## src/rtl/pmc_pkg.sv

```systemverilog
// power mode controller package: mode codes, control bit positions, timing figures
// assumes a single system clock at 25 MHz
package pmc_pkg;
   localparam int unsigned CLK_MHZ = 25;
   // power control register bit positions
   localparam int unsigned PCTL_IDLE_BIT = 0;
   localparam int unsigned PCTL_STOP_BIT = 1;
   localparam logic [7:0] PCTL_RESET = 8'h00;
   // suspend control bit position inside internal oscillator control register
   localparam int unsigned OSC_SUSP_BIT = 5;
   localparam logic [7:0] OSC_RESET = 8'h80; // oscillator enabled after reset
   localparam int unsigned OSC_EN_BIT = 7;
   // reset vector
   localparam logic [15:0] RESET_VECTOR = 16'h0000;
   // watchdog prescale
   localparam int unsigned WD_DIV = 12;
   localparam logic [3:0] WD_DIV_LAST = 4'(WD_DIV - 1);
   // missing clock detector timeout, longest time rounds down
   localparam int unsigned MCD_TIME_US = 100;
   localparam int unsigned MCD_CYCLES = MCD_TIME_US * CLK_MHZ;
   typedef enum logic [1:0] {
      PMC_RUN = 2'b00,
      PMC_IDLE = 2'b01,
      PMC_STOP = 2'b10,
      PMC_SUSPEND = 2'b11
   } pmc_mode_t;
endpackage : pmc_pkg

```

## src/rtl/pmc_power_mode_controller.sv

```systemverilog
// power mode controller: holds power control and oscillator control bytes, sequences
// idle, stop and suspend, runs watchdog prescaler and missing clock detector.
// assumes the cpu core gives a write strobe and an instruction-complete pulse,
// and that wake, interrupt and clock-activity inputs come from outside this clock domain.
`timescale 1ns/10ps
// Behaviour
// - three software selectable modes: idle, stop and suspend
// - idle halts cpu; clocks and peripherals keep running
// - stop halts cpu, oscillator, interrupts and timers except missing clock detector
// - suspend halts cpu and oscillator; wakes on mismatch, comparator low, timer 3 overflow
// - suspend entered by suspend bit of oscillator control register
// - writing idle bit enters idle only after writing instruction completes
// - register and memory contents kept during idle
// - idle ends on enabled interrupt or any reset
// - interrupt in idle clears idle bit and resumes cpu at next instruction
// - reset ending idle restarts fetch at address zero
// - enabled watchdog expiry gives internal reset ending idle
// - after reset watchdog enabled, clocked at system clock over twelve
// - missing clock detector resets if clock activity stalls over 100 us
module pmc_power_mode_controller #(
   parameter int unsigned MCD_LIMIT = pmc_pkg::MCD_CYCLES, // clock-stall timeout cycles
   parameter int unsigned WD_WIDTH = 16                    // watchdog counter width
) (
   input wire logic clk,                        // system clock
   input wire logic rst,                        // async reset, active high
   input wire logic pctl_wr,                    // write strobe power control reg
   input wire logic osc_wr,                     // write strobe oscillator control reg
   input wire logic [7:0] wr_data,              // write data
   input wire logic instr_done,                 // writing instruction completed
   input wire logic irq_pending,                // enabled interrupt pending (pin domain)
   input wire logic wd_disable,                 // software disables watchdog
   input wire logic wd_kick,                    // software refreshes watchdog
   input wire logic port_mismatch,              // suspend wake source (pin domain)
   input wire logic cmp_low,                    // suspend wake source (pin domain)
   input wire logic tmr3_ovf,                   // suspend wake source (pin domain)
   input wire logic clk_activity,               // oscillator activity toggle (pin domain)
   output logic [7:0] power_control_reg,        // power control byte
   output logic [7:0] internal_osc_control_reg, // oscillator control byte
   output logic cpu_halt,                       // cpu instruction sequencing halted
   output logic osc_run,                        // internal oscillator enabled
   output logic periph_clk_en,                  // interrupts and timers clocked
   output logic irq_service,                    // pulse: service interrupt on idle wake
   output logic sys_reset_req,                  // internal reset request
   output logic [15:0] fetch_addr,              // restart fetch address
   output pmc_pkg::pmc_mode_t mode              // current power mode
);
   import pmc_pkg::*;

   logic [7:0] pctl_ff;
   logic [7:0] osc_ff;
   pmc_mode_t mode_ff;
   logic [1:0] irq_s_ff, mm_s_ff, cmp_s_ff, t3_s_ff, act_s_ff;
   logic irq_sync, wake_sync, act_sync, act_prev_ff;
   logic idle_pend_ff, stop_pend_ff;
   logic [3:0] wd_pre_ff;
   logic [WD_WIDTH-1:0] wd_cnt_ff;
   logic wd_en_ff, wd_rst_ff, mcd_rst_ff, irq_svc_ff;
   logic [15:0] fetch_ff;
   logic [$clog2(MCD_LIMIT+1)-1:0] mcd_cnt_ff;

   // two-flop synchronisers; only stage 2 feeds logic
   always_ff @(posedge clk or posedge rst) begin
      if (rst) begin
         irq_s_ff <= 2'h0;
         mm_s_ff <= 2'h0;
         cmp_s_ff <= 2'h0;
         t3_s_ff <= 2'h0;
         act_s_ff <= 2'h0;
      end else begin
         irq_s_ff <= {irq_s_ff[0], irq_pending};
         mm_s_ff <= {mm_s_ff[0], port_mismatch};
         cmp_s_ff <= {cmp_s_ff[0], cmp_low};
         t3_s_ff <= {t3_s_ff[0], tmr3_ovf};
         act_s_ff <= {act_s_ff[0], clk_activity};
      end
   end
   assign irq_sync = irq_s_ff[1];
   assign wake_sync = mm_s_ff[1] | cmp_s_ff[1] | t3_s_ff[1];
   assign act_sync = act_s_ff[1];

   // power control byte; idle/stop take effect after the instruction completes
   always_ff @(posedge clk or posedge rst) begin
      if (rst) begin
         pctl_ff <= PCTL_RESET;
         idle_pend_ff <= 1'b0;
         stop_pend_ff <= 1'b0;
      end else begin
         if (pctl_wr && mode_ff == PMC_RUN) begin
            pctl_ff <= wr_data;
            idle_pend_ff <= wr_data[PCTL_IDLE_BIT];
            stop_pend_ff <= wr_data[PCTL_STOP_BIT];
         end else if (instr_done) begin
            idle_pend_ff <= 1'b0;
            stop_pend_ff <= 1'b0;
         end
         if (mode_ff == PMC_IDLE && irq_sync) begin
            pctl_ff[PCTL_IDLE_BIT] <= 1'b0;
         end
      end
   end

   // oscillator control byte; suspend bit cleared by hardware on wake
   always_ff @(posedge clk or posedge rst) begin
      if (rst) begin
         osc_ff <= OSC_RESET;
      end else if (mode_ff == PMC_SUSPEND && wake_sync) begin
         osc_ff[OSC_SUSP_BIT] <= 1'b0;
         osc_ff[OSC_EN_BIT] <= 1'b1;
      end else if (osc_wr && mode_ff == PMC_RUN) begin
         osc_ff <= wr_data;
      end
   end

   // mode sequencer; stop has no exit but reset, so registers simply hold
   always_ff @(posedge clk or posedge rst) begin
      if (rst) begin
         mode_ff <= PMC_RUN;
      end else begin
         case (mode_ff)
            PMC_RUN: begin
               if (instr_done && stop_pend_ff) mode_ff <= PMC_STOP;
               else if (instr_done && idle_pend_ff) mode_ff <= PMC_IDLE;
               else if (osc_ff[OSC_SUSP_BIT]) mode_ff <= PMC_SUSPEND;
            end
            PMC_IDLE: if (irq_sync) mode_ff <= PMC_RUN;
            PMC_SUSPEND: if (wake_sync) mode_ff <= PMC_RUN;
            PMC_STOP: mode_ff <= PMC_STOP;
            default: mode_ff <= PMC_RUN;
         endcase
      end
   end

   // one-cycle interrupt service pulse on idle wake
   always_ff @(posedge clk or posedge rst) begin
      if (rst) irq_svc_ff <= 1'b0;
      else irq_svc_ff <= (mode_ff == PMC_IDLE) && irq_sync;
   end

   // watchdog: enabled after any reset, ticks every twelve clocks; stopped in stop/suspend
   always_ff @(posedge clk or posedge rst) begin
      if (rst) begin
         wd_en_ff <= 1'b1;
         wd_pre_ff <= 4'h0;
         wd_cnt_ff <= '0;
         wd_rst_ff <= 1'b0;
      end else begin
         wd_rst_ff <= 1'b0;
         if (wd_disable) wd_en_ff <= 1'b0;
         if (wd_kick) begin
            wd_cnt_ff <= '0;
         end else if (wd_en_ff && (mode_ff == PMC_RUN || mode_ff == PMC_IDLE)) begin
            if (wd_pre_ff == WD_DIV_LAST) begin
               wd_pre_ff <= 4'h0;
               wd_cnt_ff <= wd_cnt_ff + 1'b1;
               if (&wd_cnt_ff) wd_rst_ff <= 1'b1;
            end else begin
               wd_pre_ff <= wd_pre_ff + 4'h1;
            end
         end
      end
   end

   // missing clock detector: active in every mode; a stalled activity toggle is a dead clock
   always_ff @(posedge clk or posedge rst) begin
      if (rst) begin
         act_prev_ff <= 1'b0;
         mcd_cnt_ff <= '0;
         mcd_rst_ff <= 1'b0;
      end else begin
         act_prev_ff <= act_sync;
         if (act_sync != act_prev_ff) begin
            mcd_cnt_ff <= '0;
            mcd_rst_ff <= 1'b0;
         end else if (mcd_cnt_ff >= ($bits(mcd_cnt_ff))'(MCD_LIMIT)) begin
            mcd_rst_ff <= 1'b1;
         end else begin
            mcd_cnt_ff <= mcd_cnt_ff + 1'b1;
         end
      end
   end

   // restart vector after any reset
   always_ff @(posedge clk or posedge rst) begin
      if (rst) fetch_ff <= RESET_VECTOR;
      else fetch_ff <= fetch_ff;
   end

   // outputs
   assign power_control_reg = pctl_ff;
   assign internal_osc_control_reg = osc_ff;
   assign mode = mode_ff;
   assign cpu_halt = (mode_ff != PMC_RUN);
   assign osc_run = (mode_ff != PMC_STOP) && (mode_ff != PMC_SUSPEND);
   assign periph_clk_en = (mode_ff == PMC_RUN) || (mode_ff == PMC_IDLE);
   assign irq_service = irq_svc_ff;
   assign sys_reset_req = wd_rst_ff | mcd_rst_ff;
   assign fetch_addr = fetch_ff;
endmodule : pmc_power_mode_controller

```

## config.mk

```make
export PLATFORM = sky130hd
export DESIGN_NAME = pmc_power_mode_controller
export DESIGN_NICKNAME = d
export VERILOG_FILES = /design/src/rtl/pmc_pkg.sv /design/src/rtl/pmc_power_mode_controller.sv
export SDC_FILE = /design/constraint.sdc
export NUM_CORES = 1
export LEC_CHECK = 0
export BUFFER_PORTS_ARGS = -buffer_cell sky130_fd_sc_hd__buf_2
export CORE_MARGIN = 1.5
export CORE_UTILIZATION = 45
export DETAILED_ROUTE_END_ITERATION = 12
export PLACE_DENSITY = 0.72
export SLEW_MARGIN = 20
export SYNTH_ARGS = -nofsm -noshare
export SYNTH_HDL_FRONTEND = slang
export SYNTH_SLANG_ARGS = --single-unit
```

## constraint.sdc

```tcl
create_clock -name clk -period 2.5 [get_ports clk]
set_input_delay 0.5 -clock clk [delete_from_list [all_inputs] [get_ports clk]]
set_output_delay 0.5 -clock clk [all_outputs]
set_load 0.005 [all_outputs]
```

=== Word level (Yosys, flattened, before mapping) ===
Cells that the tools add are included.

* RAM bits: 0
* Register bits: 67
* Bits in latches: 0
* ROM bits: 0
* Output and inout bits: 39
* Memories kept: 0
* Bits of input ports: 20

* Bitwise logic cells: 5
* Div/mod/pow operators: 0
* Equality and inequality tests: 11
* Multiplexer cells: 26
* Magnitude comparators: 1
* Reduce and logical (&&, ||, !) cells: 22
* Shifts and indexed selects: 0
* Add/subtract/negate cells: 3
* Multipliers: 0

{| class="wikitable"
|+ Operator list
! kind !! count
|-
| $mux 16 || 3
|-
| $mux 12 || 2
|-
| $add 16x1->16 const B || 1
|-
| $reduce_and 16->1 || 1
|-
| $reduce_bool 2->1 || 7
|-
| $mux 1 || 13
|-
| $add 12x1->12 const B || 1
|-
| $ge 12x12->1 const B || 1
|-
| $mux 2 || 5
|-
| $ne 2x2->1 const B || 5
|-
| $logic_and 1x1->1 || 8
|-
| $mux 8 || 1
|-
| $pmux 2 s4 || 1
|-
| $reduce_and 2->1 || 3
|-
| $add 4x1->4 const B || 1
|-
| $eq 2x2->1 const B || 2
|-
| $eq 4x4->1 const B || 1
|-
| $mux 4 || 1
|-
| $ne 4x2->1 const B || 1
|-
| $or 1x1->1 || 3
|-
| $reduce_and 3->1 || 1
|-
| $eq 2x1->1 const B || 1
|-
| $logic_not 2->1 || 1
|-
| $not 1->1 || 2
|-
| other kinds (2) || 2
|}

=== Longest topological paths before layout ===
* Word-level depth: 5
* Mapped depth: 6

=== Worst setup path after synthesis ===
OpenSTA, ideal clock, no wires.

* Path kind: flip-flop to flip-flop
* From: register mcd_cnt_ff[4]
* To: register mcd_cnt_ff[6]
* Library setup time: 132 ps
* Setup slack: 687 ps
* Stages on the path, launching flop included: 6
* Clock period less this slack: 1813 ps
* Arrival: 1681 ps
* Path through: dfrtp_1 > or4_1 > a21o_1 > buf_6 > a2111oi_1 > nor2_1

* Longest elaborated chain between the ends: 3

{| class="wikitable"
|+ Ends and longest elaborated chain
! item !! line !! source
|-
| start: declaration || pmc_power_mode_controller.sv:59 || <nowiki>logic [$clog2(MCD_LIMIT+1)-1:0] mcd_cnt_ff;</nowiki>
|-
| start signal: assignment || pmc_power_mode_controller.sv:177 || <nowiki>mcd_cnt_ff <= mcd_cnt_ff + 1'b1;</nowiki>
|-
| $add 12x1->12 || pmc_power_mode_controller.sv:177 ||
|-
| $mux 12 || pmc_power_mode_controller.sv:174 || <nowiki>end else if (mcd_cnt_ff >= ($bits(mcd_cnt_ff))'(MCD_LIMIT)) begin</nowiki>
|-
| $mux 12 || pmc_power_mode_controller.sv:171 || <nowiki>if (act_sync != act_prev_ff) begin</nowiki>
|}

Several ways; a longest one is shown, not always the timed one. The select of a mux whose other input is x is not followed.
A chain may end at the register's enable or synchronous reset.

=== Worst setup path in the final report ===
* From: register wd_pre_ff[0]
* To: register wd_cnt_ff[15]

* Longest elaborated chain between the ends: 3

{| class="wikitable"
|+ Ends and longest elaborated chain
! item !! line !! source
|-
| start: declaration || pmc_power_mode_controller.sv:55 || <nowiki>logic [3:0] wd_pre_ff;</nowiki>
|-
| start signal: assignment || pmc_power_mode_controller.sv:157 || <nowiki>wd_pre_ff <= wd_pre_ff + 4'h1;</nowiki>
|-
| $eq 4x4->1 || pmc_power_mode_controller.sv:152 || <nowiki>if (wd_pre_ff == WD_DIV_LAST) begin</nowiki>
|-
| $reduce_bool 2->1 (no line) || - ||
|-
| $reduce_and 2->1 (no line) || - ||
|-
| end signal: assignment || pmc_power_mode_controller.sv:154 || <nowiki>wd_cnt_ff <= wd_cnt_ff + 1'b1;</nowiki>
|-
| end: declaration || pmc_power_mode_controller.sv:56 || <nowiki>logic [WD_WIDTH-1:0] wd_cnt_ff;</nowiki>
|}

No other way between the ends.

==> impl_results.md <==
- Outcome: finished clean
- CP cell instances: ha_1 -> nor4bb_1 -> buf_4 -> nand4_1 -> or3_1 -> a21oi_1
- Min-Delay Path Class: in2async
- Largest net degree at the start of global routing: 68
- Hold buffer count at cts: 0
- Die extent in y: 86.4 um
- Fmax: 511 MHz
- Pin slew with the least headroom to its limit: 0.627 ns
- Crit start category: flip-flop
- Warnings from Yosys: 0
- Clock transition at path regs: 0.07 ns
- Logic pwr share: 16.2%
- Vias per Instance: 5.27
- Yosys top cell by area: dfrtp_1
- Mapped Area: 3130 um2
- Final Hold Viols: 0
- Area contributors post-synth: dfrtp_1, mux2_1, buf_4
- 1st-pass router iterations: 4
- Sequential Power Share: 46.6%
- Top reg by flops: wd_cnt_ff
- Detailed placement HPWL: 3.77 mm
- Dominant synthesized flop cell: dfrtp_1
- Yosys cell types: 48
- Worst R2R Start: wd_pre_ff[0]
- Post-Place Cells: 407
- Total negative slack: 0 ns
- WS Path Type: reg2reg
- Post-synth EDFFs: 0
- Net switching power: 0.727 mW
- Die area: 7460 um2
- Area growth syn-to-layout: 15.4%
- DR vias: 2,228
- Setup crit end kind: flip-flop
- Cell Rows: 30
- # port buffers: 42
- Final Critical Period: 1.96 ns
- Wire length on met3: 259 um
- Critical Path Slowest Stage Cell: or3_1
- Final Max Slew Viols: 0
- Drt total wl: 5.48 mm
- CTS max path bufs: 2
- Non-Filler Instances: 423
- Clock net sink count: 67
- Vias in the first global route: 2,170
- Maxcap violations: 0
- CTS tree: built
- Root Driver: clkbuf_8
- Largest regs: wd_cnt_ff (16), mcd_cnt_ff (12)
- Met1 WL: 2.48 mm
- Total Routing Usage GR: 16.5%
- Clock network fraction of total power: 37.2%
- Unrepaired setup endpoints after global routing: false
- Ys async rst share: 100%
- Top-area cell type share of the netlist area: 52.0%
- Top-level I/O count: 59
- Met2 Wirelength: 2.67 mm
- FILL cells: 596
- Syn Inst Count: 293
- Setup bufs post-CTS: 0
- Crit path buf inv count: 1
- Cts bufs inserted: 9
- Clock Skew: 0.00691 ns
- R2R depth: 6
- Highest routed layer: met4
- Crit share post-route: 78.3%
- Number of gates resized after CTS: 0
- Slowest Stage Delay on Critical Path: 0.42 ns
- Post-route antenna net violation count: 0
- Setup violators final: 0
- DRC: 0
- Worst EP required: 2.77 ns
- Slew margin rel.: 58.1%
- Layout cells sized above 1: 19.5%
- Core area: 6760 um2
- Global-route wire length before repair: 9.54 mm
- Leak: 1.63 nW
- Antenna Cells: 0
- Gp weighted congestion: 0.800
- Post-layout net count: 362
- RR Endpoint: wd_cnt_ff[15]
- CP Max Fanout: 7
- Power Total: 2.88 mW
- Yosys reg bits: 67
- Register area share after synthesis: 53.7%
- Clk_lat worst skew: 0.34 ns
- Sw Ratio: 25.2%
- GR Overflow Total: 0
- Delay-heaviest family, CP: simple AND/OR/NAND/NOR gates
- Maximum VDD drop: 417 uV
- DIE WIDTH: 86.4 um
- R2R Setup Slk: 0.54 ns
- Design internal power: 2.15 mW
- Syn Area/Cell: 10.7 um2
- Initial DRC Count: 103
- Initial antenna violation count: 0
- Critical Path AT: 2.23 ns
- Pwr Density: 798 nW/um2
- H-Tree Depth: 3
- WL/cell: 12.9 um
- Initial Util: 46.3%
- Max reg flops: 16
==> worst max-delay path by stage <==
stage	to	startpoint	cells past startpoint	slack (ns)
after CTS	wd_cnt_ff[15]	wd_pre_ff[0]	6	0.55
after global placement	mcd_cnt_ff[6]	mcd_cnt_ff[4]	4	0.65
final	wd_cnt_ff[15]	wd_pre_ff[0]	6	0.54
after detailed placement	wd_cnt_ff[14]	wd_pre_ff[0]	6	0.58
after floorplan	act_prev_ff	rst	1	0.32
after global routing	wd_cnt_ff[10]	wd_pre_ff[0]	6	0.34
==> logic make-up after synthesis <==
family,synth area share (%)
fa+ha+maj,1.60
xor+xnor,3.36
buf+inv,6.88
mux,6.68
flops,53.7
compound gates,10.4
other cells,0.120
simple gates,17.4
==> placed cells by master, fill, tap and decap left out, types with 7 or more instances in the layout <==
cell,Yosys,layout
a21oi_1,14,14
buf_2,1,42
clkbuf_8,0,9
conb_1,1,16
dfrtp_1,65,65
inv_1,11,10
mux2_1,15,15
nand2_1,19,19
nand3_1,13,13
nand4_1,9,9
nor2_1,17,17
o21ai_1,12,12
or3_1,7,7
xnor2_1,7,7
==> power groups by stage <==
stage	logic, mW	clock network, mW	registers [mW]
final	0.467	1.07	1.34
after global routing	0.537	1.14	1.36
after CTS	0.479	1.10	1.34
after detailed placement	0.478	0	1.36
after global placement	0.465	0	1.35
after floorplan	0.256	0	1.37
==> area by class of cell <==
| cell class | instances | area (um2) | share of cell area (%) |
|---|---|---|---|
| clock buffer | 10 | 128 | 3.54 |
| clock inverter | 6 | 114 | 3.15 |
| inverter | 12 | 45.0 | 1.25 |
| multi-input combinational | 202 | 1290 | 35.8 |
| sequential | 67 | 1680 | 46.5 |
| tap | 80 | 100 | 2.77 |
| timing repair buffer | 46 | 253 | 7.00 |
==> through the flow <==
| step | cell area (um2) | utilization (%) | worst slack [ns] | hold WS (ns) |
|---|---|---|---|---|
| CTS | 3610 | 53.4 | 0.551 | 0.220 |
| detailed placement | 3370 | 49.9 | 0.584 | 0.341 |
| global placement | 3370 | 49.9 | 0.647 | 0.332 |
| global route | 3610 | 53.4 | 0.339 | 0.239 |
| floorplan | 3190 | - | 0.320 | 0.331 |
| finish | 3610 | 53.4 | 0.542 | 0.216 |
==> tightest hold or removal path: cells and delay by family <==
family | cells | cell delay (ns)
buffers and inverters | 3 | 0.46
==> layer usage <==
layer | up-vias | GRT usage (%)
met3 | 9 | 5.33
met1 | 1075 | 20.9
met2 | 48 | 26.6
li1 | 1096 | -
met5 | - | 0
met4 | 0 | 5.87
==> cell usage after synthesis (2+ instances only) <==
| library cell | count |
|---|---|
| dfrtp_1 | 65 |
| and4_1 | 3 |
| a2111o_1 | 3 |
| a21o_1 | 2 |
| nand3_1 | 13 |
| o21ai_0 | 4 |
| xnor2_1 | 7 |
| buf_4 | 16 |
| nor3b_1 | 3 |
| nor2_1 | 17 |
| clkbuf_1 | 7 |
| inv_1 | 11 |
| mux2i_1 | 4 |
| nor2b_1 | 2 |
| nor3_1 | 5 |
| mux2_1 | 15 |
| or4_1 | 3 |
| buf_1 | 2 |
| dfstp_2 | 2 |
| and3_1 | 4 |
| xor2_1 | 5 |
| ha_1 | 4 |
| a21oi_1 | 14 |
| nand4_1 | 9 |
| and2_1 | 4 |
| nor4_1 | 5 |
| a22o_1 | 2 |
| o21ai_1 | 12 |
| a221oi_1 | 2 |
| o21a_1 | 4 |
| or3_1 | 7 |
| nand2b_1 | 3 |
| nand2_1 | 19 |
No activity file was read; power rests on OpenSTA's default activity.
